$ cat src/rtl/pmsp_regs.svh
// constants for the port mode and serial shift port
`ifndef PMSP_REGS_SVH
`define PMSP_REGS_SVH
`define PMSP_STRUCT_OD_A 0
`define PMSP_STRUCT_OD_B 1
`define PMSP_STRUCT_PU_C 2
`define PMSP_STRUCT_PU_D 3
`define PMSP_SC_ENABLE 0
`define PMSP_SC_INT_CLK 1
`define PMSP_SC_RISING 2
`define PMSP_SC_SLOW 3
`define PMSP_ST_IN_BUSY 1
`define PMSP_ST_OUT_BUSY 3
`define PMSP_DIR_RESET 4'hF
`define PMSP_SC_RESET 4'h0
`define PMSP_BITS_PER_XFER 4'h8
`define PMSP_SCK_DIV_FAST 2
`define PMSP_SCK_DIV_SLOW 256
`define PMSP_FIFO_DEPTH 4
`endif

$ cat src/rtl/pmsp_pkg.sv
// types shared by the port mode and serial shift port
package pmsp_pkg;
	typedef enum logic [2:0] {PMSP_SEL_STRUCT, PMSP_SEL_DIR_A, PMSP_SEL_DIR_B, PMSP_SEL_DIR_ZERO,
		PMSP_SEL_SERIAL_CTRL, PMSP_SEL_DATA_A, PMSP_SEL_DATA_B, PMSP_SEL_DATA_ZERO} pmsp_sel_type;
	typedef struct packed {logic en; pmsp_sel_type sel; logic [3:0] data;} pmsp_wr_type;
	typedef struct packed {logic [3:0] high; logic [3:0] low;} pmsp_byte_type;
	typedef struct packed {logic [3:0] out; logic [3:0] oe;} pmsp_pin_type;
	typedef enum logic {PMSP_IDLE, PMSP_RUN} pmsp_ser_state_type;
	typedef struct packed {
		logic [3:0] port_structure_select;
		logic [3:0] port_a_direction;
		logic [3:0] port_b_direction;
		logic [3:0] port_zero_direction;
		logic [3:0] serial_control;
		logic [3:0] data_a;
		logic [3:0] data_b;
		logic [3:0] data_zero;
		pmsp_ser_state_type ser_state;
		logic is_rx;
		logic is_tx;
		logic rx_pend;
		logic input_busy;
		logic event_flags;
		logic [7:0] serial_output_buffer;
		logic [7:0] shift_in;
		logic [7:0] serial_input_buffer;
		logic [3:0] edge_cnt;
		logic [6:0] div_cnt;
		logic sck_int;
		logic sck_s1;
		logic sck_s2;
		logic sck_s3;
		pmsp_byte_type rd_data;
		logic rd_valid;
		pmsp_pin_type pa;
		pmsp_pin_type pb;
		pmsp_pin_type p0;
		logic pullup_c;
		logic pullup_d;
		logic [3:0] status;
		logic irq;
		logic hold_rel;
	} pmsp_state_type;
endpackage : pmsp_pkg

$ cat src/rtl/pmsp_port.sv
// output-byte fifo and the port mode / serial shift port top
`timescale 1ns/10ps
`default_nettype none
`include "pmsp_regs.svh"

module pmsp_fifo #(
	parameter int WIDTH = 8,
	parameter int DEPTH = 4
) (
	input wire logic clk, // system clock
	input wire logic rst, // synchronous reset
	input wire logic in_valid, // push request
	output logic in_ready, // room for a word
	input wire logic [WIDTH-1:0] in_data, // pushed word
	output logic out_valid, // word available
	input wire logic out_ready, // pop request
	output logic [WIDTH-1:0] out_data // oldest word
);
	localparam int AW = (DEPTH > 1) ? $clog2(DEPTH) : 1;
	// count is one bit wider than the pointers, so full and empty never alias
	typedef struct packed {
		logic [DEPTH-1:0][WIDTH-1:0] mem;
		logic [AW-1:0] wp;
		logic [AW-1:0] rp;
		logic [AW:0] cnt;
		logic in_rdy;
		logic out_vld;
	} pmsp_fifo_st_type;
	pmsp_fifo_st_type st_reg;
	pmsp_fifo_st_type st_next;
	logic push;
	logic pop;

	always_comb
	begin
		st_next = st_reg;
		push = in_valid && st_reg.in_rdy;
		pop = out_ready && st_reg.out_vld;
		if (push)
		begin
			st_next.mem[st_reg.wp] = in_data;
			st_next.wp = (st_reg.wp == AW'(DEPTH - 1)) ? '0 : st_reg.wp + 1'b1;
		end
		if (pop)
			st_next.rp = (st_reg.rp == AW'(DEPTH - 1)) ? '0 : st_reg.rp + 1'b1;
		if (push && !pop)
			st_next.cnt = st_reg.cnt + 1'b1;
		else if (pop && !push)
			st_next.cnt = st_reg.cnt - 1'b1;
		st_next.in_rdy = st_next.cnt != (AW + 1)'(DEPTH);
		st_next.out_vld = st_next.cnt != '0;
	end

	always_ff @(posedge clk)
	begin
		if (rst)
			st_reg <= '{in_rdy: 1'b1, default: '0};
		else
			st_reg <= st_next;
	end

	assign in_ready = st_reg.in_rdy;
	assign out_valid = st_reg.out_vld;
	assign out_data = st_reg.mem[st_reg.rp];
endmodule : pmsp_fifo

module pmsp_port (
	input wire logic CLK_SYS, // main oscillator clock
	input wire logic RST, // synchronous reset, active high
	input wire pmsp_pkg::pmsp_wr_type REG_WR, // register write strobe, select, nibble
	input wire logic SHIFT_IN, // shift-in instruction pulse
	output pmsp_pkg::pmsp_byte_type SHIFT_IN_DATA, // input buffer returned
	output logic SHIFT_IN_VALID, // pulse with returned data
	input wire logic SHIFT_OUT, // shift-out instruction pulse
	input wire pmsp_pkg::pmsp_byte_type SHIFT_OUT_DATA, // accumulator and memory nibbles
	output logic SHIFT_OUT_READY, // output queue has room
	input wire logic EVENT_CLEAR, // software clear of event flag 5
	input wire logic INT_TAKEN, // serial interrupt accepted
	input wire logic INT_ENABLE_5, // interrupt enable bit 5
	input wire logic HOLD_ENABLE_5, // hold-release enable bit 5
	output logic EVENT_FLAG, // event flag bit 5
	output logic [3:0] THIRD_PORT_STATUS, // read-only busy flags
	output logic SERIAL_IRQ, // serial interrupt request
	output logic HOLD_RELEASE, // hold-mode release request
	output pmsp_pkg::pmsp_pin_type PORT_A, // port A drive and enable
	output pmsp_pkg::pmsp_pin_type PORT_B, // port B drive and enable
	input wire logic [3:0] PORT_ZERO_IN, // port zero pin levels
	output pmsp_pkg::pmsp_pin_type PORT_ZERO, // port zero drive and enable
	output logic PULLUP_C_EN, // input port C pull-ups on
	output logic PULLUP_D_EN // input port D pull-ups on
);
	localparam logic [6:0] HALF_FAST = 7'(`PMSP_SCK_DIV_FAST / 2 - 1);
	localparam logic [6:0] HALF_SLOW = 7'(`PMSP_SCK_DIV_SLOW / 2 - 1);
	localparam pmsp_pkg::pmsp_state_type RESET_STATE = '{
		port_a_direction: `PMSP_DIR_RESET,
		port_b_direction: `PMSP_DIR_RESET,
		port_zero_direction: `PMSP_DIR_RESET,
		serial_control: `PMSP_SC_RESET,
		ser_state: pmsp_pkg::PMSP_IDLE,
		sck_int: 1'b1,
		default: '0};

	pmsp_pkg::pmsp_state_type state_reg;
	pmsp_pkg::pmsp_state_type state_next;
	logic fifo_in_ready;
	logic fifo_out_valid;
	logic fifo_pop;
	logic [7:0] fifo_out_data;
	logic ser_en;
	logic int_clk;
	logic rising;
	logic active;
	logic xfer_done;
	logic [6:0] half;

	// back-pressure: a shift-out with the queue full is dropped, as software must poll
	pmsp_fifo #(
		.WIDTH(8),
		.DEPTH(`PMSP_FIFO_DEPTH)
	) u_out_fifo (
		.clk(CLK_SYS),
		.rst(RST),
		.in_valid(SHIFT_OUT),
		.in_ready(fifo_in_ready),
		.in_data(SHIFT_OUT_DATA),
		.out_valid(fifo_out_valid),
		.out_ready(fifo_pop),
		.out_data(fifo_out_data)
	);

	always_comb
	begin
		state_next = state_reg;
		state_next.rd_valid = 1'b0;
		ser_en = state_reg.serial_control[`PMSP_SC_ENABLE];
		int_clk = state_reg.serial_control[`PMSP_SC_INT_CLK];
		rising = state_reg.serial_control[`PMSP_SC_RISING];
		half = state_reg.serial_control[`PMSP_SC_SLOW] ? HALF_SLOW : HALF_FAST;
		active = 1'b0;
		xfer_done = 1'b0;
		fifo_pop = 1'b0;

		if (REG_WR.en)
		begin
			unique case (REG_WR.sel)
				pmsp_pkg::PMSP_SEL_STRUCT: state_next.port_structure_select = REG_WR.data;
				pmsp_pkg::PMSP_SEL_DIR_A: state_next.port_a_direction = REG_WR.data;
				pmsp_pkg::PMSP_SEL_DIR_B: state_next.port_b_direction = REG_WR.data;
				pmsp_pkg::PMSP_SEL_DIR_ZERO: state_next.port_zero_direction = REG_WR.data;
				pmsp_pkg::PMSP_SEL_SERIAL_CTRL: state_next.serial_control = REG_WR.data;
				pmsp_pkg::PMSP_SEL_DATA_A: state_next.data_a = REG_WR.data;
				pmsp_pkg::PMSP_SEL_DATA_B: state_next.data_b = REG_WR.data;
				pmsp_pkg::PMSP_SEL_DATA_ZERO: state_next.data_zero = REG_WR.data;
			endcase
		end

		// external clock synchroniser; edges judged on the second and third stage
		state_next.sck_s1 = PORT_ZERO_IN[0];
		state_next.sck_s2 = state_reg.sck_s1;
		state_next.sck_s3 = state_reg.sck_s2;

		unique case (state_reg.ser_state)
			pmsp_pkg::PMSP_IDLE:
			begin
				// clock and data pins are shared, so one transfer at a time
				if (ser_en && (fifo_out_valid || state_reg.rx_pend))
				begin
					fifo_pop = fifo_out_valid;
					state_next.ser_state = pmsp_pkg::PMSP_RUN;
					state_next.is_tx = fifo_out_valid;
					state_next.is_rx = state_reg.rx_pend;
					state_next.rx_pend = 1'b0;
					state_next.serial_output_buffer = fifo_out_valid ? fifo_out_data : 8'hFF;
					state_next.edge_cnt = 4'h0;
					state_next.div_cnt = 7'h00;
					state_next.sck_int = 1'b1;
				end
			end
			pmsp_pkg::PMSP_RUN:
			begin
				if (state_reg.edge_cnt == `PMSP_BITS_PER_XFER && (!int_clk || state_reg.sck_int))
					xfer_done = 1'b1;
				else if (int_clk)
				begin
					if (state_reg.div_cnt == half)
					begin
						state_next.div_cnt = 7'h00;
						state_next.sck_int = ~state_reg.sck_int;
						active = (~state_reg.sck_int) == rising;
					end
					else
						state_next.div_cnt = state_reg.div_cnt + 7'h01;
				end
				else
					active = rising ? (state_reg.sck_s2 && !state_reg.sck_s3) :
						(!state_reg.sck_s2 && state_reg.sck_s3);
				if (active && state_reg.edge_cnt != `PMSP_BITS_PER_XFER)
				begin
					// msb first; the data pin changes on the same edge that samples
					state_next.shift_in = {state_reg.shift_in[6:0], PORT_ZERO_IN[1]};
					state_next.serial_output_buffer = {state_reg.serial_output_buffer[6:0], 1'b1};
					state_next.edge_cnt = state_reg.edge_cnt + 4'h1;
				end
				if (xfer_done)
				begin
					state_next.ser_state = pmsp_pkg::PMSP_IDLE;
					state_next.is_tx = 1'b0;
					state_next.is_rx = 1'b0;
					if (state_reg.is_rx)
					begin
						state_next.serial_input_buffer = state_reg.shift_in;
						state_next.input_busy = 1'b0;
					end
				end
			end
		endcase

		if (SHIFT_IN)
		begin
			state_next.rd_data = state_reg.serial_input_buffer;
			state_next.rd_valid = 1'b1;
			state_next.input_busy = 1'b1;
			state_next.rx_pend = 1'b1;
		end

		// the event set wins over a clear in the same cycle
		if (EVENT_CLEAR || INT_TAKEN)
			state_next.event_flags = 1'b0;
		if (xfer_done)
			state_next.event_flags = 1'b1;
		state_next.irq = state_next.event_flags && INT_ENABLE_5;
		state_next.hold_rel = state_next.event_flags && HOLD_ENABLE_5;

		state_next.status = 4'h0;
		state_next.status[`PMSP_ST_IN_BUSY] = state_next.input_busy;
		state_next.status[`PMSP_ST_OUT_BUSY] = state_next.is_tx || fifo_out_valid ||
			(SHIFT_OUT && fifo_in_ready);

		// pins computed from next state so they register in step with it
		state_next.pa.out = state_next.data_a &
			~{4{state_next.port_structure_select[`PMSP_STRUCT_OD_A]}};
		state_next.pa.oe = ~state_next.port_a_direction & (~state_next.data_a |
			~{4{state_next.port_structure_select[`PMSP_STRUCT_OD_A]}});
		state_next.pb.out = state_next.data_b &
			~{4{state_next.port_structure_select[`PMSP_STRUCT_OD_B]}};
		state_next.pb.oe = ~state_next.port_b_direction & (~state_next.data_b |
			~{4{state_next.port_structure_select[`PMSP_STRUCT_OD_B]}});
		state_next.p0.out = state_next.data_zero;
		state_next.p0.oe = ~state_next.port_zero_direction;
		if (state_next.serial_control[`PMSP_SC_ENABLE])
		begin
			state_next.p0.out[0] = state_next.sck_int;
			state_next.p0.oe[0] = state_next.serial_control[`PMSP_SC_INT_CLK];
			state_next.p0.out[1] = state_next.serial_output_buffer[7];
			state_next.p0.oe[1] = state_next.is_tx;
		end
		state_next.pullup_c = state_next.port_structure_select[`PMSP_STRUCT_PU_C];
		state_next.pullup_d = state_next.port_structure_select[`PMSP_STRUCT_PU_D];
	end

	always_ff @(posedge CLK_SYS)
	begin
		if (RST)
			state_reg <= RESET_STATE;
		else
			state_reg <= state_next;
	end

	assign SHIFT_IN_DATA = state_reg.rd_data;
	assign SHIFT_IN_VALID = state_reg.rd_valid;
	assign SHIFT_OUT_READY = fifo_in_ready;
	assign EVENT_FLAG = state_reg.event_flags;
	assign THIRD_PORT_STATUS = state_reg.status;
	assign SERIAL_IRQ = state_reg.irq;
	assign HOLD_RELEASE = state_reg.hold_rel;
	assign PORT_A = state_reg.pa;
	assign PORT_B = state_reg.pb;
	assign PORT_ZERO = state_reg.p0;
	assign PULLUP_C_EN = state_reg.pullup_c;
	assign PULLUP_D_EN = state_reg.pullup_d;
endmodule : pmsp_port
`default_nettype wire

$ cat config.mk
export PLATFORM = sky130hd
export DESIGN_NAME = pmsp_port
export DESIGN_NICKNAME = d
export VERILOG_FILES = /design/src/rtl/pmsp_pkg.sv /design/src/rtl/pmsp_port.sv
export VERILOG_INCLUDE_DIRS = /design/src /design/src/rtl
export SDC_FILE = /design/constraint.sdc
export NUM_CORES = 1
export LEC_CHECK = 0
export ABC_AREA = 1
export BUFFER_PORTS_ARGS = -buffer_cell sky130_fd_sc_hd__buf_2
export CAP_MARGIN = 20
export CORE_MARGIN = 4
export CORE_UTILIZATION = 58
export DETAILED_ROUTE_END_ITERATION = 8
export PLACE_DENSITY = 0.79
export SLEW_MARGIN = 5
export SYNTH_ARGS = -nofsm -noshare
export SYNTH_HDL_FRONTEND = slang
export SYNTH_HIERARCHICAL = 1
export SYNTH_SLANG_ARGS = --single-unit
$ cat constraint.sdc
create_clock -name CLK_SYS -period 1.9 [get_ports CLK_SYS]
set_input_delay 0.095 -clock CLK_SYS [delete_from_list [all_inputs] [get_ports CLK_SYS]]
set_output_delay 0.095 -clock CLK_SYS [all_outputs]
set_load 0.03 [all_outputs]
==> results of run 1 <==
==> synthesized netlist by cell type, types with 6 or more instances <==
cell / number
dfxtp_1: 152
nand2_1: 121
nor2_1: 102
a21oi_1: 92
inv_1: 73
o21ai_0: 73
nand3_1: 45
buf_4: 40
clkbuf_1: 15
nor3_1: 15
nand2_2: 11
ha_1: 10
o22ai_1: 9
buf_2: 7
o211ai_1: 6
==> final cells by class <==
cell class,count,area [µm²],area share
Sequential cell,152,3040,0.416
Multi-Input combinational cell,520,2540,0.348
Timing Repair Buffer,109,706,0.0965
Clock buffer,18,418,0.0572
Inverter,77,294,0.0402
Tap cell,136,170,0.0233
Clock inverter,14,134,0.0183
==> worst max-delay path, cell delays in order, from the launching register on <==
cell and delay [ns]:
dfxtp_1 0.37, inv_1 0.07, ha_1 0.21, nand4_1 0.15
nand2_1 0.13, nor3_1 0.30, o21ai_1 0.20, nor3_1 0.23
==> through the flow <==
step                      setup slack (ns)  instances
after floorplan                      0.332        816
after global placement               0.181        969
after detailed placement             0.167        969
after CTS                            0.102       1022
after global routing              -0.00514       1026
final                                0.152       1026
==> path summary, 6_finish.rpt <==
path | end | slack, ns | cells past startpoint
max reg2reg | state_reg[49] | 0.15 | 7
min reg2reg | state_next[41] | 0.40 | 2
max | state_reg[49] | 0.15 | 7
min | state_reg[89] | 0.07 | 4
==> report_power, final <==
group	internal, mW	switching, mW	total (mW)
sequential	3.29	0.0577	3.35
clock	1.67	1.45	3.11
combinational	0.222	0.435	0.657
==> kinds of logic after synthesis <==
| family | after synthesis |
|---|---|
| AND/OR/NAND/NOR | 309 |
| AO/OA/AOI/OAI | 193 |
| multiplexers | 1 |
| flip-flops | 152 |
| XOR/XNOR | 5 |
| other | 1 |
| adder cells (fa/ha/maj) | 10 |
| buffers and inverters | 144 |
==> layer usage <==
layer  track usage  wire [µm]
met4        0.0761        274
met5             0          0
met3        0.0491       1060
met2         0.394       7030
met1         0.289       6050
==> repair_timing <==
item / in CTS / in global routing
hold buffers: 21 / 0
buffers inserted: 0 / 4
gates resized for setup: 0 / 7
endpoints found under the hold margin: 58 / 0
setup endpoints to repair: 0 / 25
==> metrics.txt, run 1 <==
# TYPE chip_impl_metric gauge
chip_impl_metric{name="synth.cell_area",unit="µm²"} 6300
chip_impl_info{name="main_synth_ff_type",value="dfxtp_1"} 1
chip_impl_metric{name="die_y",unit="µm"} 112
chip_impl_metric{name="largest_register_ff_count",unit=""} 70
chip_impl_metric{name="io_pins",unit=""} 71
chip_impl_metric{name="placement.cell_area",unit="µm²"} 6510
chip_impl_metric{name="grt_first_pass_wirelength",unit="µm"} 24000
chip_impl_metric{name="ys_seq_area_frac",unit=""} 0.483
chip_impl_info{name="worst_setup_path_category",value="reg2reg"} 1
chip_impl_metric{name="worst_ir_drop_vdd",unit="µV"} 543
chip_impl_info{name="cts_root_buf",value="clkbuf_8"} 1
chip_impl_info{name="layout.cells.most_common_list",value="dfxtp_1 (152), nand2_1 (121), nor2_1 (102)"} 1
chip_impl_metric{name="post-route-cell-area",unit="µm²"} 7310
chip_impl_metric{name="clockBufferDepth",unit=""} 2
chip_impl_metric{name="grt_overflow",unit=""} 0
chip_impl_metric{name="cts-buffers-inserted",unit=""} 17
chip_impl_metric{name="power_dens_cells",unit="nW/µm²"} 974
chip_impl_metric{name="synth_top_area_share",unit=""} 0.483
chip_impl_metric{name="total_leakage_power",unit="nW"} 3.21
chip_impl_info{name="source_of_the_worst_register_to_register_timing_path",value="state_reg[52]"} 1
chip_impl_metric{name="post_synth_fa_ha_maj_area_fraction",unit=""} 0.0199
chip_impl_metric{name="insertion_delay",unit="ns"} 0.53
chip_impl_metric{name="clkSinkCount",unit=""} 152
chip_impl_info{name="post_synth_main_area_contributors",value="dfxtp_1 (48%), a21oi_1 (7.3%), nand2_1 (7.2%)"} 1
chip_impl_metric{name="first_global_vias",unit=""} 5113
chip_impl_metric{name="required",unit="ns"} 2.35
chip_impl_metric{name="grt_antenna_before_repair",unit=""} 0
chip_impl_metric{name="timing.max_cap.violations",unit=""} 0
chip_impl_metric{name="tns_setup",unit="ns"} 0
chip_impl_metric{name="setup_viol",unit=""} 0
chip_impl_metric{name="ys_seq_elements",unit=""} 152
chip_impl_metric{name="initial_utilization",unit=""} 0.602
chip_impl_metric{name="arrival",unit="ns"} 2.19
chip_impl_metric{name="finish.utilization",unit=""} 0.699
chip_impl_metric{name="track_usage",unit=""} 0.230
chip_impl_metric{name="wl",unit="µm"} 14400
chip_impl_metric{name="first_pass_iters",unit=""} 5
chip_impl_metric{name="grt_start_max_net_pins",unit=""} 57
chip_impl_metric{name="finalCritPeriodShare",unit=""} 0.920
chip_impl_metric{name="cts.clk_slew.worst_paths",unit="ns"} 0.07
chip_impl_metric{name="diodes_inserted",unit=""} 0
chip_impl_metric{name="async_reset_ff_frac",unit=""} 0
chip_impl_metric{name="max_freq",unit="GHz"} 0.572
chip_impl_metric{name="fp.dieArea",unit="µm²"} 12600
chip_impl_metric{name="postSynthCellCount",unit=""} 815
chip_impl_metric{name="port_buffers",unit=""} 66
chip_impl_metric{name="final_antenna_net_count",unit=""} 0
chip_impl_metric{name="yosys.area_share.xor_xnor",unit=""} 0.00695
chip_impl_metric{name="final.min_clock_period",unit="ns"} 1.75
chip_impl_metric{name="post_drt_wl_per_cell",unit="µm"} 14.1
chip_impl_metric{name="hold_slack",unit="ns"} 0.0709
chip_impl_metric{name="muxShareOfSynthArea",unit=""} 0.00159
chip_impl_info{name="yosysTopAreaCell",value="dfxtp_1"} 1
chip_impl_metric{name="synth_edf_count",unit=""} 0
chip_impl_info{name="timing.critical_path.from_type",value="register"} 1
chip_impl_metric{name="max_slew_margin_vs_limit",unit=""} 0.618
chip_impl_metric{name="area_growth",unit="%"} 16.0
chip_impl_metric{name="num-fill-cells",unit=""} 813
chip_impl_metric{name="complex_gate_fraction_of_the_synthesized_area",unit=""} 0.164
chip_impl_metric{name="die_x",unit="µm"} 112
chip_impl_metric{name="fin_skew",unit="ns"} 0.0109
chip_impl_metric{name="vias",unit=""} 5505
chip_impl_metric{name="globalplace.congestion",unit=""} 0.856
chip_impl_metric{name="netlist-cell-type-count",unit=""} 39
chip_impl_metric{name="synthSimpleGateAreaFrac",unit=""} 0.209
chip_impl_metric{name="hpwlAfterDp",unit="µm"} 9410
chip_impl_metric{name="totalPowerFinal",unit="mW"} 7.12
chip_impl_metric{name="maximum_fanout_along_the_worst_path",unit=""} 5
chip_impl_metric{name="cts_htree_levels",unit=""} 4
chip_impl_metric{name="layout-drive-gt1-share",unit=""} 0.167
chip_impl_info{name="layout.cells.most_common",value="dfxtp_1"} 1
chip_impl_metric{name="drt_drc_violations_left",unit=""} 0
chip_impl_metric{name="worst_pin_slew",unit="ns"} 0.572
chip_impl_info{name="status",value="completed"} 1
chip_impl_info{name="worst_setup_path_end_kind",value="register"} 1
chip_impl_metric{name="hold_violations",unit=""} 0
chip_impl_info{name="hold_class",value="in2reg"} 1
chip_impl_metric{name="rows",unit=""} 37
chip_impl_info{name="dominant_combinational_cell_family_by_area_after_synthesis",value="simple AND/OR/NAND/NOR gates"} 1
chip_impl_info{name="tritoncts",value="yes"} 1
chip_impl_metric{name="vias_per_cell",unit=""} 5.37
chip_impl_metric{name="initialDrtViolationCount",unit=""} 472
chip_impl_metric{name="floorplan.core_area",unit="µm²"} 10500
chip_impl_info{name="holdCritStartpoint",value="REG_WR[4]"} 1
chip_impl_info{name="startpoint",value="state_reg[52]"} 1
chip_impl_metric{name="syn_area_per_cell",unit="µm²"} 7.73
chip_impl_metric{name="fin_nets",unit=""} 915
chip_impl_metric{name="number_of_max_slew_violations_in_the_final_report",unit=""} 0
chip_impl_metric{name="synth-warning-count",unit=""} 6
Note: power is estimated with default switching activity, not from simulation.
==> inputs of run 2 (changes only) <==
--- a/config.mk
+++ b/config.mk
@@ -12,7 +12,7 @@
 export CORE_MARGIN = 4
 export CORE_UTILIZATION = 58
 export DETAILED_ROUTE_END_ITERATION = 8
-export PLACE_DENSITY = 0.79
+export PLACE_DENSITY = 0.78
 export SLEW_MARGIN = 5
 export SYNTH_ARGS = -nofsm -noshare
 export SYNTH_HDL_FRONTEND = slang
==> run 2 against run 1 <==
Worst hold slack improved by 0.0071 ns. Critical path depth increased by 4. Routed wire length increased by 0.19%. Fmax increased by 1.3%. Flip-flop and latch count unchanged. Critical endpoint is now state_reg[77].
==> metrics.txt, run 2 (synthesis gave the netlist of run 1 again) <==
# TYPE chip_impl_metric gauge
chip_impl_info{name="holdCritStartpoint",value="REG_WR[4]"} 1
chip_impl_metric{name="timing.reg2reg.setup_slack",unit="ns"} 0.17
chip_impl_info{name="critical-path-top-cell-by-count",value="nor2_1"} 1
chip_impl_info{name="tritoncts",value="yes"} 1
chip_impl_metric{name="drt_drc_violations_left",unit=""} 0
chip_impl_metric{name="critical_path.max_stage_delay",unit="ns"} 0.39
chip_impl_metric{name="timing.reg2reg.worst_path_depth",unit=""} 11
chip_impl_metric{name="arrival",unit="ns"} 2.12
chip_impl_metric{name="clkSinkCount",unit=""} 152
chip_impl_metric{name="setup_viol",unit=""} 0
chip_impl_metric{name="grt_start_max_net_pins",unit=""} 83
chip_impl_info{name="source_of_the_worst_register_to_register_timing_path",value="state_reg[46]"} 1
chip_impl_metric{name="max_freq",unit="GHz"} 0.580
chip_impl_info{name="startpoint",value="state_reg[46]"} 1
chip_impl_info{name="timing.critical_path.from_type",value="register"} 1
chip_impl_metric{name="hold_violations",unit=""} 0
chip_impl_info{name="rsz0062_at_grt",value="no"} 1
chip_impl_metric{name="largest_register_ff_count",unit=""} 70
chip_impl_metric{name="grt_first_pass_wirelength",unit="µm"} 23900
chip_impl_metric{name="worst_ir_drop_vdd",unit="µV"} 696
chip_impl_metric{name="switch_share",unit=""} 0.262
chip_impl_metric{name="pwr-share-seq",unit=""} 0.455
chip_impl_metric{name="vias_per_cell",unit=""} 5.34
chip_impl_info{name="worst_setup_path_category",value="reg2reg"} 1
chip_impl_metric{name="cts.clk_slew.worst_paths",unit="ns"} 0.07
chip_impl_metric{name="tns_setup",unit="ns"} 0
chip_impl_metric{name="initialDrtViolationCount",unit=""} 359
chip_impl_info{name="worst_setup_path_end_kind",value="register"} 1
chip_impl_metric{name="die_x",unit="µm"} 112
chip_impl_metric{name="insertion_delay",unit="ns"} 0.52
chip_impl_metric{name="hold_slack",unit="ns"} 0.0780
chip_impl_metric{name="power.share.clock",unit=""} 0.456
chip_impl_metric{name="fin_skew",unit="ns"} 0.00818
chip_impl_metric{name="place_ws",unit="ns"} 0.0910
chip_impl_metric{name="power_switching",unit="mW"} 1.93
chip_impl_metric{name="placement.cell_area",unit="µm²"} 6510
chip_impl_metric{name="first_global_vias",unit=""} 5236
chip_impl_metric{name="fp.dieArea",unit="µm²"} 12600
chip_impl_metric{name="io_pins",unit=""} 71
chip_impl_metric{name="globalplace.congestion",unit=""} 0.881
chip_impl_metric{name="clockBufferDepth",unit=""} 2
chip_impl_metric{name="cts_htree_levels",unit=""} 4
chip_impl_metric{name="layout-drive-gt1-share",unit=""} 0.168
chip_impl_metric{name="hpwlAfterDp",unit="µm"} 9590
chip_impl_info{name="hold_class",value="in2reg"} 1
chip_impl_info{name="crit_path_cell_trace",value="nand2_1, nor2_2, nand2_1, o21ai_2, nand2_2, nand2_2, nand3_4, nand2_4, nor2_1, nor2_1, nor2_1"} 1
chip_impl_metric{name="fin_cells",unit=""} 1024
chip_impl_metric{name="finish.utilization",unit=""} 0.703
chip_impl_metric{name="finalCritPeriodShare",unit=""} 0.908
chip_impl_metric{name="hold_depth",unit=""} 4
chip_impl_metric{name="grt_antenna_before_repair",unit=""} 0
chip_impl_metric{name="final.min_clock_period",unit="ns"} 1.73
chip_impl_metric{name="port_buffers",unit=""} 66
chip_impl_metric{name="timing.max_cap.violations",unit=""} 0
chip_impl_metric{name="grt_overflow",unit=""} 0
chip_impl_metric{name="cell_internal_power",unit="mW"} 5.44
chip_impl_metric{name="number_of_max_slew_violations_in_the_final_report",unit=""} 0
chip_impl_metric{name="vias",unit=""} 5464
chip_impl_metric{name="wl",unit="µm"} 14400
chip_impl_metric{name="power_dens_cells",unit="nW/µm²"} 1000
chip_impl_metric{name="track_usage",unit=""} 0.229
chip_impl_metric{name="first_pass_iters",unit=""} 5
chip_impl_metric{name="cts-buffers-inserted",unit=""} 17
chip_impl_info{name="layout.cells.most_common",value="dfxtp_1"} 1
chip_impl_info{name="status",value="completed"} 1
chip_impl_metric{name="die_y",unit="µm"} 112
chip_impl_metric{name="maximum_fanout_along_the_worst_path",unit=""} 12
chip_impl_metric{name="num-fill-cells",unit=""} 823
chip_impl_metric{name="gate_power_share",unit=""} 0.090
chip_impl_metric{name="floorplan.core_area",unit="µm²"} 10500
chip_impl_metric{name="number_of_placed_instances_taps_included",unit=""} 968
chip_impl_metric{name="total_leakage_power",unit="nW"} 3.23
chip_impl_metric{name="initial_utilization",unit=""} 0.602
chip_impl_metric{name="post_drt_wl_per_cell",unit="µm"} 14.1
chip_impl_info{name="crit_path_top_delay_cell",value="dfxtp_1"} 1
chip_impl_metric{name="final_antenna_net_count",unit=""} 0
chip_impl_metric{name="fin_nets",unit=""} 913
chip_impl_metric{name="area_growth",unit="%"} 16.8
chip_impl_metric{name="totalPowerFinal",unit="mW"} 7.37
chip_impl_info{name="cts_root_buf",value="clkbuf_8"} 1
chip_impl_metric{name="diodes_inserted",unit=""} 0
chip_impl_metric{name="rows",unit=""} 37
chip_impl_info{name="layout.cells.most_common_list",value="dfxtp_1 (150), nand2_1 (121), nor2_1 (102)"} 1
chip_impl_metric{name="required",unit="ns"} 2.29
chip_impl_metric{name="post-route-worst-setup-slack",unit="ns"} 0.175
chip_impl_metric{name="post-route-cell-area",unit="µm²"} 7360
-- run 2: critical path: cells and delay by family, from the launching register on --
kind	cells	cell delay, ns
AND/OR/NAND/NOR	10	1.11
flip-flops	1	0.39
AO/OA/AOI/OAI	1	0.11
-- run 2: worst paths after layout --
check | endpoint
setup / recovery | state_reg[77]
hold / removal | state_reg[89]
setup reg to reg | state_reg[77]
hold reg to reg | state_next[41]
-- run 2: cell type report --
cell class                 instances  area, µm²  area share
timing repair buffer             107        703      0.0956
inverter                          77        294      0.0400
clock buffer                      17        414      0.0563
sequential                       152       3050       0.414
tap                              136        170      0.0231
clock inverter                    15        185      0.0252
multi-input combinational        520       2540       0.346
-- run 2: timing repair --
action                                 4_1_cts  5_1_grt
gates resized for setup                      0        7
setup endpoints to repair                    0       17
endpoints found under the hold margin       64        0
buffers inserted                             0        3
hold buffers                                21        0
-- run 2: power by group through the flow --
| stage | clock network (mW) | registers [mW] | logic [mW] |
|---|---|---|---|
| global route | 3.53 | 3.36 | 0.734 |
| global placement | 0 | 3.42 | 0.590 |
| finish | 3.36 | 3.35 | 0.660 |
| detailed placement | 0 | 3.42 | 0.614 |
| CTS | 3.39 | 3.35 | 0.655 |
| floorplan | 0 | 3.41 | 0.465 |
-- run 2: routing by layer --
metal | GRT usage | part of all wire | wire length [µm]
met1 | 0.270 | 0.42 | 6130
met5 | 0 | 0 | 0
met4 | 0.0825 | 0.022 | 318
met2 | 0.407 | 0.50 | 7170
met3 | 0.0534 | 0.057 | 822
